### config.mk
export PLATFORM = sky130hd
export DESIGN_NAME = tape_packet_command_controller
export DESIGN_NICKNAME = d
export VERILOG_FILES = /design/src/tape_pkt_pkg.sv /design/src/tape_packet_command_controller.sv
export SDC_FILE = /design/constraint.sdc
export NUM_CORES = 2
export LEC_CHECK = 0
export BUFFER_PORTS_ARGS = -buffer_cell sky130_fd_sc_hd__buf_4
export CORE_MARGIN = 2
export CORE_UTILIZATION = 45
export CTS_BUF_LIST = sky130_fd_sc_hd__clkbuf_4
export DETAILED_ROUTE_END_ITERATION = 16
export SYNTH_ARGS = -nofsm -noshare
export SYNTH_HDL_FRONTEND = slang
export SYNTH_SLANG_ARGS = --single-unit
### constraint.sdc
create_clock -name sys_clk -period 8.6 [get_ports sys_clk]
set_clock_uncertainty 0.15 [all_clocks]
set_input_delay 0.43 -clock sys_clk [delete_from_list [all_inputs] [get_ports sys_clk]]
set_output_delay 0.43 -clock sys_clk [all_outputs]
set_load 0.1 [all_outputs]
### src/tape_pkt_pkg.sv
// Purpose: Constants, types and helpers for the tape packet command controller
// Assumes: One 200 MHz clock, synchronous active-high reset
// Notes: Packet flag, opcode and result values are the octal protocol values in hex
// Contract
// - RAM split: 128 scratch, 128 transfer buffer
// - Six packet types carry all traffic
// - Read: seek, fill buffer, send, repeat
// - End packet after byte count is met
// - Write: receive record, write, request more
// - Command packet fourteen bytes, flag, count
// - No-op and status opcodes answer end
// - Reset opcode reinitializes then answers end
// - Read; modifier bit 0 raises threshold
// - Write zero-fills rest of final block
// - Write-verify rereads each record raised threshold
// - Position moves tape, then answers end
// - Diagnose runs self-test, then answers end
// - Modifier bit 7: 2048 blocks of 128
// - Byte 4 selects transport 0 or 1
// - Switch bit 4 suppresses read retries
// - Command fields: count, block, checksum
// - End packet: command flag, count, end opcode
// - End byte 3 gives outcome code
// - Specific failure codes for each fault
// - End bytes 4-9: transport, zeros, count
// - End byte 11 holds error summary bits
// - Data packet: flag, count, data, checksum
// - Sixteen-bit checksum per 128-byte record
// - Continue packet is one flag byte
package tape_pkt_pkg;
  // Packet flags, lengths and command byte indices
  localparam logic [7:0] FLAG_DATA = 8'h01;
  localparam logic [7:0] FLAG_CMD  = 8'h02;
  localparam logic [7:0] FLAG_INIT = 8'h04;
  localparam logic [7:0] FLAG_BOOT = 8'h08;
  localparam logic [7:0] FLAG_CONT = 8'h10;
  localparam logic [7:0] FLAG_XOFF = 8'h13;
  localparam logic [7:0] PKT_CMD_LEN = 8'h0A;
  localparam logic [7:0] CMD_LAST    = 8'h0D;
  localparam logic [7:0] CMD_CK_LO   = 8'h0C;
  localparam logic [7:0] END_LEN     = 8'h0E;
  // Command byte positions
  localparam int CB_OP = 2, CB_MOD = 3, CB_UNIT = 4, CB_SW = 5;
  localparam int CB_CNT = 8, CB_BLK = 10, CB_CK = 12;
  localparam int MOD_HI_BIT = 0, MOD_SPECIAL_BIT = 7, SW_NORETRY_BIT = 4;
  // Opcodes
  localparam logic [7:0] OP_NOP = 8'h00, OP_RESET = 8'h01, OP_READ = 8'h02;
  localparam logic [7:0] OP_WRITE = 8'h03, OP_POS = 8'h05, OP_DIAG = 8'h07;
  localparam logic [7:0] OP_GETST = 8'h08, OP_SETST = 8'h09, OP_END = 8'h40;
  // Outcome codes
  localparam logic [7:0] RES_OK = 8'h00, RES_RETRY = 8'h01, RES_SELFTEST = 8'hFF;
  localparam logic [7:0] RES_PARTIAL = 8'hFE, RES_NO_UNIT = 8'hF8, RES_NO_CART = 8'hF7;
  localparam logic [7:0] RES_WPROT = 8'hF5, RES_DATA_ERR = 8'hEF, RES_SEEK = 8'hE0;
  localparam logic [7:0] RES_MOTOR = 8'hDF, RES_BAD_OP = 8'hD0, RES_BAD_BLOCK = 8'hC9;
  // Storage and addressing
  localparam int SCRATCH_BYTES = 128, BUF_BYTES = 128;
  localparam logic [7:0]  REC_BYTES    = 8'h80;
  localparam logic [15:0] MAX_BLK_NORM = 16'h01FF;
  localparam logic [15:0] MAX_BLK_SPEC = 16'h07FF;
  localparam logic [7:0]  DIAG_PATTERN = 8'hA5;
  // Register map
  localparam logic [3:0]  REG_CTRL = 4'h0, REG_STATUS = 4'h4, REG_RESULT = 4'h8;
  localparam logic [3:0]  REG_COUNT = 4'hC;
  localparam logic [31:0] CTRL_RESET = 32'h0000_0001;

  typedef enum logic [1:0] {TOP_SEEK = 2'b00, TOP_READ = 2'b01, TOP_WRITE = 2'b10,
                            TOP_VERIFY = 2'b11} tapeOp_e;
  typedef enum logic [1:0] {PK_CONT = 2'b00, PK_INIT = 2'b01, PK_DATA = 2'b10,
                            PK_END = 2'b11} pktKind_e;
  typedef enum logic [3:0] {S_IDLE = 4'h0, S_CMD = 4'h1, S_EXEC = 4'h2, S_TAPE = 4'h3,
                            S_RD_TX = 4'h4, S_WR_CONT = 4'h5, S_WR_RX = 4'h6,
                            S_PAD = 4'h7, S_DIAG = 4'h8, S_FINISH = 4'h9,
                            S_REPLY = 4'hA} state_e;
  typedef struct packed {
    tapeOp_e     op;
    logic        transport;
    logic [10:0] record;
    logic        hiThresh;
    logic        noRetry;
  } tapeReq_s;

  // End-around carry sum; even positions are the low byte
  function automatic logic [15:0] ckAdd(input logic [15:0] ck, input logic hi,
                                        input logic [7:0] b);
    logic [16:0] s;
    s = {1'b0, ck} + {1'b0, (hi ? {b, 8'h00} : {8'h00, b})};
    return s[15:0] + {15'h0000, s[16]};
  endfunction : ckAdd

  // Error summary byte from an outcome code
  function automatic logic [7:0] summaryOf(input logic [7:0] c);
    logic [2:0] e;
    e = 3'b000;
    e[0] = (c == RES_NO_UNIT) || (c == RES_BAD_OP) || (c == RES_BAD_BLOCK) || (c == RES_WPROT);
    e[1] = (c == RES_NO_CART) || (c == RES_SEEK) || (c == RES_MOTOR) || (c == RES_PARTIAL);
    e[2] = (c == RES_DATA_ERR) || (c == RES_SELFTEST);
    return {|e, e, 4'h0};
  endfunction : summaryOf
endpackage : tape_pkt_pkg

### src/tape_packet_command_controller.sv
// Purpose: Packet command interpreter between a host byte link and a tape engine
// Assumes: Link bytes and tape engine share sys_clk; cartridge pins are asynchronous
// Notes: Registers sit on an Avalon-MM slave with one wait state per access
`timescale 1ns/1ps
module tape_packet_command_controller
  import tape_pkt_pkg::*;
(
  input  wire logic        sys_clk,
  input  wire logic        srst,
  input  wire logic [3:0]  avsAddress,
  input  wire logic        avsRead,
  input  wire logic        avsWrite,
  input  wire logic [31:0] avsWriteData,
  output logic [31:0]      avsReadData,
  output logic             avsWaitRequest,
  input  wire logic [7:0]  rxData,
  input  wire logic        rxValid,
  output logic             rxReady,
  output logic [7:0]       txData,
  output logic             txValid,
  input  wire logic        txReady,
  output tapeReq_s         tapeReq,
  output logic             tapeStart,
  input  wire logic        tapeDone,
  input  wire logic [7:0]  tapeResult,
  input  wire logic [6:0]  tapeBufAddr,
  input  wire logic        tapeBufWe,
  input  wire logic [7:0]  tapeBufWdata,
  output logic [7:0]       tapeBufRdata,
  input  wire logic [1:0]  cartPresent,
  input  wire logic [1:0]  writeProtect
);
  state_e      state_r;
  logic [7:0]  scratch_r [SCRATCH_BYTES];
  logic [7:0]  buf_r     [BUF_BYTES];
  logic [7:0]  rxIdx_r, dataN_r, result_r, txData_r, txIdx_r, bufRd_r;
  logic [15:0] rxCk_r, txCk_r, remain_r, xfer_r;
  logic [10:0] record_r;
  logic [7:0]  diagCnt_r;
  logic        diagFail_r, ckLoOk_r, txStart_r, txBusy_r, txValid_r, xoff_r;
  logic        tapeStart_r, tapeGo_r;
  tapeOp_e     tapeOp_r;
  pktKind_e    txKind_r;
  tapeReq_s    tapeReq_r;
  logic [1:0]  cartMeta_r, cartSync_r, wpMeta_r, wpSync_r;
  logic [31:0] ctrl_r, rdData_r;
  logic        ack_r;
  logic [7:0]  opc, modf, unit, swb, txByte, txLen, bufIdx, rxOff, dataEnd;
  logic [15:0] cnt, blk, maxBlk;
  logic [10:0] recNext, recFirst;
  logic        rxTake, txWait, special, cmdCkOk;

  // Command fields live in the scratch half of the RAM
  assign opc      = scratch_r[CB_OP];
  assign modf     = scratch_r[CB_MOD];
  assign unit     = scratch_r[CB_UNIT];
  assign swb      = scratch_r[CB_SW];
  assign cnt      = {scratch_r[CB_CNT+1], scratch_r[CB_CNT]};
  assign blk      = {scratch_r[CB_BLK+1], scratch_r[CB_BLK]};
  assign cmdCkOk  = {scratch_r[CB_CK+1], scratch_r[CB_CK]} == rxCk_r;
  assign special  = modf[MOD_SPECIAL_BIT];
  assign maxBlk   = special ? MAX_BLK_SPEC : MAX_BLK_NORM;
  // Normal 512-byte blocks are four 128-byte records each
  assign recFirst = special ? blk[10:0] : {blk[8:0], 2'b00};
  assign recNext  = record_r + 11'h001;
  assign dataEnd  = dataN_r + 8'h02;
  assign rxOff    = rxIdx_r - 8'h02;
  assign bufIdx   = txIdx_r - 8'h02;

  // Host bytes taken only in states that consume them; elsewhere a byte would be lost
  assign rxReady = ctrl_r[0] && (state_r == S_IDLE || state_r == S_CMD ||
                                 state_r == S_WR_RX || state_r == S_RD_TX);
  assign rxTake  = rxValid && rxReady;
  assign txWait  = txStart_r || txBusy_r;
  assign txData  = txData_r;
  assign txValid = txValid_r;
  assign tapeReq = tapeReq_r;
  assign tapeStart = tapeGo_r;
  assign tapeBufRdata = bufRd_r;

  // Pin levels cross into sys_clk through two flops
  always_ff @(posedge sys_clk) begin
    if (srst) begin
      cartMeta_r <= 2'h0;
      cartSync_r <= 2'h0;
      wpMeta_r   <= 2'h0;
      wpSync_r   <= 2'h0;
    end else begin
      cartMeta_r <= cartPresent;
      cartSync_r <= cartMeta_r;
      wpMeta_r   <= writeProtect;
      wpSync_r   <= wpMeta_r;
    end
  end

  // Outgoing packet bytes by kind and position
  always_comb begin
    txByte = 8'h00;
    txLen  = 8'h01;
    unique case (txKind_r)
      PK_CONT: txByte = FLAG_CONT;
      PK_INIT: txByte = FLAG_INIT;
      PK_DATA: begin
        txLen = dataN_r + 8'h04;
        if (txIdx_r == 8'h00) txByte = FLAG_DATA;
        else if (txIdx_r == 8'h01) txByte = dataN_r;
        else if (txIdx_r < dataEnd) txByte = buf_r[bufIdx[6:0]];
        else if (txIdx_r == dataEnd) txByte = txCk_r[7:0];
        else txByte = txCk_r[15:8];
      end
      PK_END: begin
        txLen = END_LEN;
        case (txIdx_r)
          8'h00: txByte = FLAG_CMD;
          8'h01: txByte = PKT_CMD_LEN;
          8'h02: txByte = OP_END;
          8'h03: txByte = result_r;
          8'h04: txByte = {7'h00, unit[0]};
          8'h08: txByte = xfer_r[7:0];
          8'h09: txByte = xfer_r[15:8];
          8'h0B: txByte = summaryOf(result_r);
          8'h0C: txByte = txCk_r[7:0];
          8'h0D: txByte = txCk_r[15:8];
          default: txByte = 8'h00;
        endcase
      end
    endcase
  end

  // Transmit engine; XOFF holds data packets between bytes
  always_ff @(posedge sys_clk) begin
    if (srst) begin
      txBusy_r  <= 1'b0;
      txValid_r <= 1'b0;
      txData_r  <= 8'h00;
      txIdx_r   <= 8'h00;
      txCk_r    <= 16'h0000;
    end else if (txStart_r) begin
      txBusy_r <= 1'b1;
      txIdx_r  <= 8'h00;
      txCk_r   <= 16'h0000;
    end else if (txBusy_r && (!txValid_r || txReady)) begin
      if (txIdx_r == txLen) begin
        txValid_r <= 1'b0;
        txBusy_r  <= 1'b0;
      end else if (xoff_r && txKind_r == PK_DATA) begin
        txValid_r <= 1'b0;
      end else begin
        txData_r  <= txByte;
        txValid_r <= 1'b1;
        txIdx_r   <= txIdx_r + 8'h01;
        if (txIdx_r + 8'h02 < txLen) txCk_r <= ckAdd(txCk_r, txIdx_r[0], txByte);
      end
    end
  end

  // Flow stop from host during a read; continue releases it
  always_ff @(posedge sys_clk) begin
    if (srst) xoff_r <= 1'b0;
    else if (rxTake && rxData == FLAG_XOFF && state_r == S_RD_TX) xoff_r <= 1'b1;
    else if ((rxTake && rxData == FLAG_CONT) || state_r == S_FINISH) xoff_r <= 1'b0;
  end

  // Transfer buffer: host, tape engine and self-test take turns by state
  always_ff @(posedge sys_clk) begin
    bufRd_r <= buf_r[tapeBufAddr];
    if (state_r == S_WR_CONT || state_r == S_PAD) begin
      for (int i = 0; i < BUF_BYTES; i++) buf_r[i] <= 8'h00;
    end else if (state_r == S_WR_RX && rxTake && rxIdx_r > 8'h01 && rxIdx_r < dataEnd) begin
      buf_r[rxOff[6:0]] <= rxData;
    end else if (state_r == S_DIAG && !diagCnt_r[7]) begin
      buf_r[diagCnt_r[6:0]] <= {1'b0, diagCnt_r[6:0]} ^ DIAG_PATTERN;
    end else if (state_r == S_TAPE && tapeBufWe) begin
      buf_r[tapeBufAddr] <= tapeBufWdata;
    end
  end

  // Request fields and start pulse leave together
  always_ff @(posedge sys_clk) begin
    if (srst) begin
      tapeReq_r <= '0;
      tapeGo_r  <= 1'b0;
    end else begin
      tapeGo_r            <= tapeStart_r;
      // Fields load only with the start, so the request stands until the next one
      if (tapeStart_r) begin
        tapeReq_r.op        <= tapeOp_r;
        tapeReq_r.transport <= unit[0];
        tapeReq_r.record    <= record_r;
        tapeReq_r.hiThresh  <= (tapeOp_r == TOP_VERIFY) ||
                               (tapeOp_r == TOP_READ && modf[MOD_HI_BIT]);
        tapeReq_r.noRetry   <= swb[SW_NORETRY_BIT];
      end
    end
  end

  // Command sequencer
  always_ff @(posedge sys_clk) begin
    if (srst) begin
      state_r     <= S_IDLE;
      rxIdx_r     <= 8'h00;
      rxCk_r      <= 16'h0000;
      remain_r    <= 16'h0000;
      xfer_r      <= 16'h0000;
      record_r    <= 11'h000;
      result_r    <= RES_OK;
      dataN_r     <= 8'h00;
      diagCnt_r   <= 8'h00;
      diagFail_r  <= 1'b0;
      ckLoOk_r    <= 1'b0;
      txKind_r    <= PK_CONT;
      txStart_r   <= 1'b0;
      tapeStart_r <= 1'b0;
      tapeOp_r    <= TOP_SEEK;
    end else begin
      txStart_r   <= 1'b0;
      tapeStart_r <= 1'b0;
      unique case (state_r)
        S_IDLE: if (rxTake) begin
          if (rxData == FLAG_CMD) begin
            scratch_r[0] <= rxData;
            rxIdx_r      <= 8'h01;
            rxCk_r       <= ckAdd(16'h0000, 1'b0, rxData);
            state_r      <= S_CMD;
          end else if (rxData == FLAG_INIT) begin
            // Initialize from host: drop state, answer continue
            xfer_r    <= 16'h0000;
            result_r  <= RES_OK;
            txKind_r  <= PK_CONT;
            txStart_r <= 1'b1;
            state_r   <= S_REPLY;
          end
        end
        S_CMD: if (rxTake) begin
          scratch_r[rxIdx_r[6:0]] <= rxData;
          if (rxIdx_r < CMD_CK_LO) rxCk_r <= ckAdd(rxCk_r, rxIdx_r[0], rxData);
          rxIdx_r <= rxIdx_r + 8'h01;
          if (rxIdx_r == CMD_LAST) state_r <= S_EXEC;
        end
        S_EXEC: begin
          xfer_r   <= 16'h0000;
          result_r <= RES_OK;
          remain_r <= cnt;
          record_r <= recFirst;
          state_r  <= S_FINISH;
          if (!cmdCkOk) result_r <= RES_DATA_ERR;
          else if (opc == OP_NOP || opc == OP_GETST || opc == OP_SETST) state_r <= S_FINISH;
          else if (opc == OP_RESET) record_r <= 11'h000;
          else if (opc == OP_DIAG) begin
            diagCnt_r  <= 8'h00;
            diagFail_r <= 1'b0;
            state_r    <= S_DIAG;
          end else if (opc == OP_READ || opc == OP_WRITE || opc == OP_POS) begin
            if (unit > 8'h01) result_r <= RES_NO_UNIT;
            else if (!cartSync_r[unit[0]]) result_r <= RES_NO_CART;
            else if (blk > maxBlk) result_r <= RES_BAD_BLOCK;
            else if (opc == OP_WRITE && wpSync_r[unit[0]]) result_r <= RES_WPROT;
            else if (opc == OP_POS) begin
              tapeOp_r    <= TOP_SEEK;
              tapeStart_r <= 1'b1;
              state_r     <= S_TAPE;
            end else if (cnt == 16'h0000) state_r <= S_FINISH;
            else if (opc == OP_READ) begin
              tapeOp_r    <= TOP_READ;
              tapeStart_r <= 1'b1;
              state_r     <= S_TAPE;
            end else begin
              txKind_r  <= PK_CONT;
              txStart_r <= 1'b1;
              state_r   <= S_WR_CONT;
            end
          end else result_r <= RES_BAD_OP;
        end
        S_TAPE: if (tapeDone) begin
          if (tapeResult[7]) begin
            result_r <= tapeResult;
            state_r  <= S_FINISH;
          end else begin
            if (tapeResult == RES_RETRY) result_r <= RES_RETRY;
            if (tapeOp_r == TOP_SEEK) state_r <= S_FINISH;
            else if (tapeOp_r == TOP_READ) begin
              dataN_r   <= (remain_r > {8'h00, REC_BYTES}) ? REC_BYTES : remain_r[7:0];
              txKind_r  <= PK_DATA;
              txStart_r <= 1'b1;
              state_r   <= S_RD_TX;
            end else if (tapeOp_r == TOP_WRITE && modf[MOD_HI_BIT]) begin
              tapeOp_r    <= TOP_VERIFY;
              tapeStart_r <= 1'b1;
            end else if (remain_r != 16'h0000) begin
              record_r  <= recNext;
              txKind_r  <= PK_CONT;
              txStart_r <= 1'b1;
              state_r   <= S_WR_CONT;
            end else if (!special && recNext[1:0] != 2'b00) begin
              record_r <= recNext;
              state_r  <= S_PAD;
            end else state_r <= S_FINISH;
          end
        end
        S_RD_TX: if (!txWait) begin
          xfer_r   <= xfer_r + {8'h00, dataN_r};
          remain_r <= remain_r - {8'h00, dataN_r};
          record_r <= recNext;
          if (remain_r == {8'h00, dataN_r}) state_r <= S_FINISH;
          else begin
            tapeOp_r    <= TOP_READ;
            tapeStart_r <= 1'b1;
            state_r     <= S_TAPE;
          end
        end
        S_WR_CONT: if (!txWait) begin
          rxIdx_r <= 8'h00;
          rxCk_r  <= 16'h0000;
          dataN_r <= REC_BYTES;  // Stale count must not hit the flag or count byte
          state_r <= S_WR_RX;
        end
        S_WR_RX: if (rxTake) begin
          rxIdx_r <= rxIdx_r + 8'h01;
          if (rxIdx_r < dataEnd || rxIdx_r == 8'h01) rxCk_r <= ckAdd(rxCk_r, rxIdx_r[0], rxData);
          if (rxIdx_r == 8'h00 && rxData != FLAG_DATA) begin
            result_r <= RES_DATA_ERR;
            state_r  <= S_FINISH;
          end else if (rxIdx_r == 8'h01) begin
            dataN_r <= rxData;
            if (rxData > REC_BYTES || rxData == 8'h00) begin
              result_r <= RES_DATA_ERR;
              state_r  <= S_FINISH;
            end
          end else if (rxIdx_r == dataEnd) ckLoOk_r <= rxData == rxCk_r[7:0];
          else if (rxIdx_r == dataEnd + 8'h01) begin
            if (ckLoOk_r && rxData == rxCk_r[15:8]) begin
              xfer_r   <= xfer_r + ((remain_r > {8'h00, dataN_r}) ? {8'h00, dataN_r} : remain_r);
              remain_r <= (remain_r > {8'h00, dataN_r}) ? remain_r - {8'h00, dataN_r} : 16'h0000;
              tapeOp_r    <= TOP_WRITE;
              tapeStart_r <= 1'b1;
              state_r     <= S_TAPE;
            end else begin
              result_r <= RES_DATA_ERR;
              state_r  <= S_FINISH;
            end
          end
        end
        S_PAD: begin
          tapeOp_r    <= TOP_WRITE;
          tapeStart_r <= 1'b1;
          state_r     <= S_TAPE;
        end
        S_DIAG: begin
          // Pattern write pass, then a compare pass over the buffer
          diagCnt_r <= diagCnt_r + 8'h01;
          if (diagCnt_r[7] && buf_r[diagCnt_r[6:0]] != ({1'b0, diagCnt_r[6:0]} ^ DIAG_PATTERN))
            diagFail_r <= 1'b1;
          if (diagCnt_r == 8'hFF) begin
            result_r <= diagFail_r ? RES_SELFTEST : RES_OK;
            state_r  <= S_FINISH;
          end
        end
        S_FINISH: begin
          txKind_r  <= PK_END;
          txStart_r <= 1'b1;
          state_r   <= S_REPLY;
        end
        S_REPLY: if (!txWait) state_r <= S_IDLE;
        default: state_r <= S_IDLE;
      endcase
    end
  end

  // Avalon slave: one wait state, then the answer stands for one cycle
  assign avsWaitRequest = (avsRead || avsWrite) && !ack_r;
  assign avsReadData    = rdData_r;
  always_ff @(posedge sys_clk) begin
    if (srst) begin
      ack_r    <= 1'b0;
      rdData_r <= 32'h0000_0000;
      ctrl_r   <= CTRL_RESET;
    end else begin
      ack_r <= (avsRead || avsWrite) && !ack_r;
      if (avsRead && !ack_r) begin
        unique case (avsAddress)
          REG_CTRL:   rdData_r <= ctrl_r;
          REG_STATUS: rdData_r <= {23'h000000, xoff_r, wpSync_r, cartSync_r, state_r};
          REG_RESULT: rdData_r <= {16'h0000, summaryOf(result_r), result_r};
          REG_COUNT:  rdData_r <= {16'h0000, xfer_r};
          default:    rdData_r <= 32'h0000_0000;
        endcase
      end
      if (avsWrite && ack_r && avsAddress == REG_CTRL) ctrl_r <= {31'h0, avsWriteData[0]};
    end
  end
endmodule : tape_packet_command_controller

=== After elaboration in Yosys (flattened, before gate mapping) ===
Memories as Yosys holds them, arrays and structs flattened. A register that Yosys moved wholly into a read port is not among the register bits.
Cells that the tools add are included.

* Register bits: 196
* RAM bits: 2048
* Output and inout port bits: 68
* Logic and storage cells: 569
* Memories: 2

{| class="wikitable"
|+ Memory list
! name !! depth !! bits a word !! read ports !! clocked after Yosys merged registers in !! write ports !! RTL line !! RTL
|-
| buf_r || 128 || 8 || 3 || 2 || 128 || tape_packet_command_controller.sv:35 || <nowiki>logic [7:0] buf_r [BUF_BYTES];</nowiki>
|-
| scratch_r || 128 || 8 || 10 || 1 || 1 || tape_packet_command_controller.sv:34 || <nowiki>logic [7:0] scratch_r [SCRATCH_BYTES];</nowiki>
|}

* Add/subtract/negate cells: 17
* $lt $le $gt $ge: 11
* Equality and inequality tests: 117
* Multiplexer cells: 285
* Bitwise operators: 6
* Reductions and logical operators: 98

{| class="wikitable"
|+ Operator list
! kind !! count
|-
| $mux 16 || 28
|-
| $mux 8 || 49
|-
| $pmux 16 s4 || 3
|-
| $mux 11 || 13
|-
| $mux 4 || 35
|-
| $mux 2 || 46
|-
| $mux 1 || 89
|-
| $eq 8x8->1 const B || 11
|-
| $pmux 8 s10 || 1
|-
| $eq 8x4->1 const B || 8
|-
| $ne 2x2->1 const B || 29
|-
| $eq 8x8->1 || 6
|-
| $pmux 16 s3 || 1
|-
| $pmux 8 s3 || 2
|-
| $pmux 4 s11 || 1
|-
| $mux 7 || 6
|-
| $eq 8x2->1 const B || 5
|-
| $pmux 8 s5 || 1
|-
| $add 16x16->17 || 2
|-
| $pmux 11 s3 || 1
|-
| $add 16x1->16 || 2
|-
| $add 8x1->8 const B || 4
|-
| $eq 8x1->1 const B || 4
|-
| $eq 8x3->1 const B || 4
|-
| other kinds (71) || 183
|}

=== Depth between registers and ports, before layout ===
* Depth after elaboration: 16
* Depth in mapped cells: 37
* Mapped depth without buffers: 33

=== Least setup slack after synthesis ===
Ideal clock, no wire load.

* Path type: register to register
* Start point: register txIdx_r[1]
* End point: register txCk_r[9]
* Setup time: 0.070 ns
* Arrival: 7.797 ns
* Data required time: 8.380 ns
* Path slack: 0.582 ns
* Cell stages (with the launch flop): 35
* Period minus slack after synthesis: 8.018 ns
* Path through: dfxtp_1 -> buf_2 -> buf_2 -> buf_1 -> buf_1 -> inv_1 -> ha_1 -> xor2_2 -> buf_4 -> buf_2 -> mux4_2 -> mux2i_1 -> a21oi_1 -> a21oi_1 -> o31ai_1 -> and2_1 -> ha_1 -> fa_1 -> a21o_1 -> and4_1 -> o31a_1 -> o31ai_1 -> a21oi_1 -> o21ai_0 -> nand2b_1 -> a21o_1 -> a21o_1 -> ha_1 -> and3_1 -> nor4bb_1 -> a311o_1 -> a311oi_1 -> xnor2_1 -> nand2_1 -> a21oi_1

* Cells in the longest elaborated chain, start to end: 9
* Elaborated cells on any way between the ends: 28

{| class="wikitable"
|+ RTL lines
! what !! RTL line !! RTL
|-
| from (decl) || tape_packet_command_controller.sv:36 || <nowiki>logic [7:0] rxIdx_r, dataN_r, result_r, txData_r, txIdx_r, bufRd_r;</nowiki>
|-
| from (signal assigned) || tape_packet_command_controller.sv:151 || <nowiki>txIdx_r <= txIdx_r + 8'h01;</nowiki>
|-
| $sub 7x2->7 or $eq 8x8->1 (tied branches) || tape_packet_command_controller.sv:68, tape_packet_command_controller.sv:108 ||
|-
| $mem_v2 128x8 or $mux 8 (tied branches) || -- ||
|-
| $mux 8 || tape_packet_command_controller.sv:107 || <nowiki>else if (txIdx_r < dataEnd) txByte = buf_r[bufIdx[6:0]];</nowiki>
|-
| $mux 8 || tape_packet_command_controller.sv:106 || <nowiki>else if (txIdx_r == 8'h01) txByte = dataN_r;</nowiki>
|-
| $mux 8 || tape_packet_command_controller.sv:105 || <nowiki>if (txIdx_r == 8'h00) txByte = FLAG_DATA;</nowiki>
|-
| $pmux 8 s4 || tape_packet_command_controller.sv:100 || <nowiki>unique case (txKind_r)</nowiki>
|-
| $mux 16 || tape_pkt_pkg.sv:86 || <nowiki>s = {1'b0, ck} + {1'b0, (hi ? {b, 8'h00} : {8'h00, b})};</nowiki>
|-
| $add 16x16->17 || tape_pkt_pkg.sv:86 ||
|-
| $add 16x1->16 || tape_pkt_pkg.sv:87 || <nowiki>return s[15:0] + {15'h0000, s[16]};</nowiki>
|-
| to (signal assigned) || tape_packet_command_controller.sv:152 || <nowiki>if (txIdx_r + 8'h02 < txLen) txCk_r <= ckAdd(txCk_r, txIdx_r[0], txByte);</nowiki>
|-
| to (decl) || tape_packet_command_controller.sv:37 || <nowiki>logic [15:0] rxCk_r, txCk_r, remain_r, xfer_r;</nowiki>
|}

Parallel ways exist; a longest one is shown, timed or not.
A chain may end at the register's enable or synchronous reset.

=== Worst setup path in the final report ===
Same ends and word-level chain as after synthesis.

==> flow_summary.toml <==
[clocking]
clock_insertion_delay_worst_skew_ns = 1.45
cts.path.max_buffers = 4
cts_tree = "built"
clk_pin_slew_ns = 0.07
ctsResizeCount = 0
cts_buffers = 364
htree_levels = 5
post_cts_buffers = 0
cts.sinks = 1287
root_buffer = "clkbuf_4"

[worst_hold_path]
hold_end = "state_r[0]$_SDFFE_PP0P_"
whs_path_depth = 5
min_path_type = "input pin to flop"
hold_start = "tapeResult[7]"

[die]
io_pins = 147
start_util = 0.452
die_area_sq_um = 178000
die_h_um = 422
core_area_sq_um = 174000
die-width_um = 422
row_count = 153

[critical_path]
criticalPathCategory = "flop to flop"
r2r_cells = 28
worstPathArrival_ns = 9.13
cp-start-kind = "flop"
cp_common_cell = "a21oi_1"
path_max_fanout = 20
crit_slowest_cell = "mux4_2"
crit_path_end_kind = "flop"
slowest_delay_ns = 0.64
rr_endpoint = "txCk_r[9]$_SDFFE_PP0P_"
rrSetupSlack_ns = 0.59
worst-endpoint-required_ns = 9.72
rr_startpoint = "txIdx_r[1]$_SDFFE_PP0P_"

[layout]
syn2layout_area_growth_pct = 10.7
drive_gt1_frac = 0.283
final_nets = 6485
fin_util = 0.501

[power]
ir_drop_v = 0.000139
p_leak_nw = 26.4
power_density_nw_per_um2 = 161

[yosys]
syn_area_sq_um = 78500
avgSynthCellArea_sq_um = 12.9
ys_ff_latch = 1287
synth_edf_count = 1091
yosys_most_used_dff = "edfxtp_1"
synthCells = 6090
postSynth.asyncResetShare = 0
synth_warnings = 0
synth.distinct_cells = 106
ys_seq_area_frac = 0.467

[route]
ant_nets = 0
first_pass_iters = 6
drc = 0
detail_route.iter0.violations = 8799
viasPerCell = 6.65
routed_wl_mm = 279
wl_per_cell_um = 31.4
num_vias = 59100

[timing]
slew_headroom = 0.143
min_period_over_period = 0.932
finalHoldViolations = 0
setup_viol = 0
period_needed_ns = 8.01
clock.fmax_ghz = 0.125
drv_slew = 0
rsz0062_at_grt = "false"
worst_pin_slew_ns = 1.29
finalSetupTns_ns = 0

[global_route]
antenna_found_initial = 10
grt_pass1_vias = 57100
grt_pass1_wl_mm = 402
grt_max_degree = 94
grt_usage = 0.309
gr-total-overflow = 0

[placement]
port_buffers = 99
gp_congestion = 0.938
place_hpwl_mm = 188

[flow_run]
cap_violations = 0

[status]
status = "finished clean"
[per-stage QoR]
stage,cell area (sq um),cells,power [W],hold WS [ns],setup slack (ns)
finish,86900,8889,0.0140,0.106,0.585
global route,86900,8883,0.0144,0.0675,0.243
CTS,86900,8875,0.0140,0.0184,0.767
detailed placement,81400,8144,0.00848,0.281,0.776
global placement,81400,8144,0.00848,0.284,0.730
floorplan,78600,6112,0.00799,0.264,0.582
[power by group]
group | switching (W) | internal [W]
sequential | 0.0000493 | 0.00670
combinational | 0.00114 | 0.000542
clock | 0.00275 | 0.00277
total | 0.00394 | 0.0100
[state kept, by name, indices dropped and copies added, names as in the netlist, 4 cells and up, named ones only]
name	count
buf_r	1024
scratch_r	67
avsReadData	16
remain_r	16
rxCk_r	16
tapeReq	16
txCk_r	16
xfer_r	16
record_r	11
dataN_r	8
diagCnt_r	8
result_r	8
rxIdx_r	8
tapeBufRdata	8
txData	8
txIdx_r	8
state_r	4
[worst max-delay path, delay by kind of cell, from the launching register on]
kind,cells,cell delay (ns)
adders and majority gates,3,0.76
AOI/OAI and AO/OA,12,2.84
and+or+nand+nor,6,0.80
xor gates and xnor gates,2,0.35
buffers and inverters,2,0.66
DFF,1,0.61
muxes,3,1.75
[worst max-delay path by stage]
stage | slack [ns] | to | startpoint | depth (start not counted)
2_1_floorplan | 0.58 | txCk_r[9]$_SDFFE_PP0P_ | txIdx_r[1]$_SDFFE_PP0P_ | 34
3_3_place_gp | 0.73 | txCk_r[9]$_SDFFE_PP0P_ | txIdx_r[1]$_SDFFE_PP0P_ | 31
3_5_place_dp | 0.78 | txCk_r[9]$_SDFFE_PP0P_ | txIdx_r[1]$_SDFFE_PP0P_ | 28
4_1_cts | 0.77 | txCk_r[9]$_SDFFE_PP0P_ | txIdx_r[1]$_SDFFE_PP0P_ | 31
5_1_grt | 0.24 | txCk_r[9]$_SDFFE_PP0P_ | txIdx_r[1]$_SDFFE_PP0P_ | 31
6_report | 0.59 | txCk_r[9]$_SDFFE_PP0P_ | txIdx_r[1]$_SDFFE_PP0P_ | 28
[cell usage after synthesis, drive strengths merged, types with 52 or more instances]
master     n  area (sq um)
nor2b     72           450
buf      192          1040
mux2i    134          1340
nor3      56           285
nand3     80           425
xor2      63           559
nand2    427          1800
mux4     916         20600
o21ai    126           631
ha       101          1260
a21oi    167           855
edfxtp  1091         32800
clkbuf   327          1230
xnor2    102           893
nor2    1314          5030
a22oi     52           390
inv       56           210
dfxtp    196          3920
a211oi    73           571
[cell type report]
| type | instances | area [sq um] |
|---|---|---|
| flip-flops and latches | 1287 | 36700 |
| clock buffers | 515 | 3870 |
| clock inverters | 100 | 425 |
| repair buffers | 342 | 3150 |
| well taps | 2325 | 2910 |
| multi-input cells | 4247 | 39600 |
| fillers | 15100 | 86700 |
| diodes | 14 | 35.0 |
| inverters | 59 | 221 |
[kinds of logic after synthesis]
| group | share of synthesized area |
|---|---|
| buf+inv | 0.0317 |
| other cells | 0.0000478 |
| xor+xnor | 0.0188 |
| fa+ha+maj | 0.0174 |
| mux | 0.284 |
| flops | 0.467 |
| compound gates | 0.0572 |
| simple gates | 0.124 |
[placed cells by master (no fill, tap or decap), types with 22 or more instances in the layout]
| cell | synthesis | layout |
|---|---|---|
| nand4_1 | 25 | 25 |
| a22oi_1 | 52 | 52 |
| and2_1 | 35 | 32 |
| mux2i_1 | 134 | 134 |
| a21oi_1 | 164 | 158 |
| nor2_1 | 1296 | 1296 |
| a21o_1 | 37 | 37 |
| xnor2_1 | 102 | 101 |
| ha_1 | 101 | 100 |
| mux4_2 | 916 | 916 |
| dlygate4sd3_1 | 0 | 115 |
| clkbuf_4 | 0 | 515 |
| and3_1 | 29 | 27 |
| nand3_1 | 75 | 75 |
| nor2b_1 | 72 | 72 |
| buf_12 | 0 | 22 |
| nand2_2 | 47 | 47 |
| a31oi_1 | 28 | 28 |
| edfxtp_1 | 1091 | 1091 |
| clkinv_1 | 3 | 79 |
| conb_1 | 1 | 23 |
| o21ai_0 | 118 | 116 |
| mux2_2 | 29 | 29 |
| dfxtp_1 | 196 | 188 |
| a211oi_1 | 70 | 70 |
| xor2_1 | 62 | 61 |
| inv_1 | 55 | 55 |
| nor3_1 | 55 | 55 |
| nand2b_1 | 38 | 38 |
| nor4_1 | 34 | 34 |
| buf_4 | 36 | 203 |
| nand2_1 | 370 | 369 |
[metal layers]
metal	global-route usage	wire length, um	part of all wire	up-vias
met2	0.465	126000	0.45	4346
met1	0.407	102000	0.37	29900
met3	0.0970	36400	0.13	676
li1	-	-	-	24200
met5	0	26	0.000093	-
met4	0.149	14200	0.051	4
[what timing repair did]
item,CTS,global route
hold endpoints to repair,954,0
endpoints found under the setup margin,0,0
hold buffers,116,0
(Power assumes the default switching activity.)
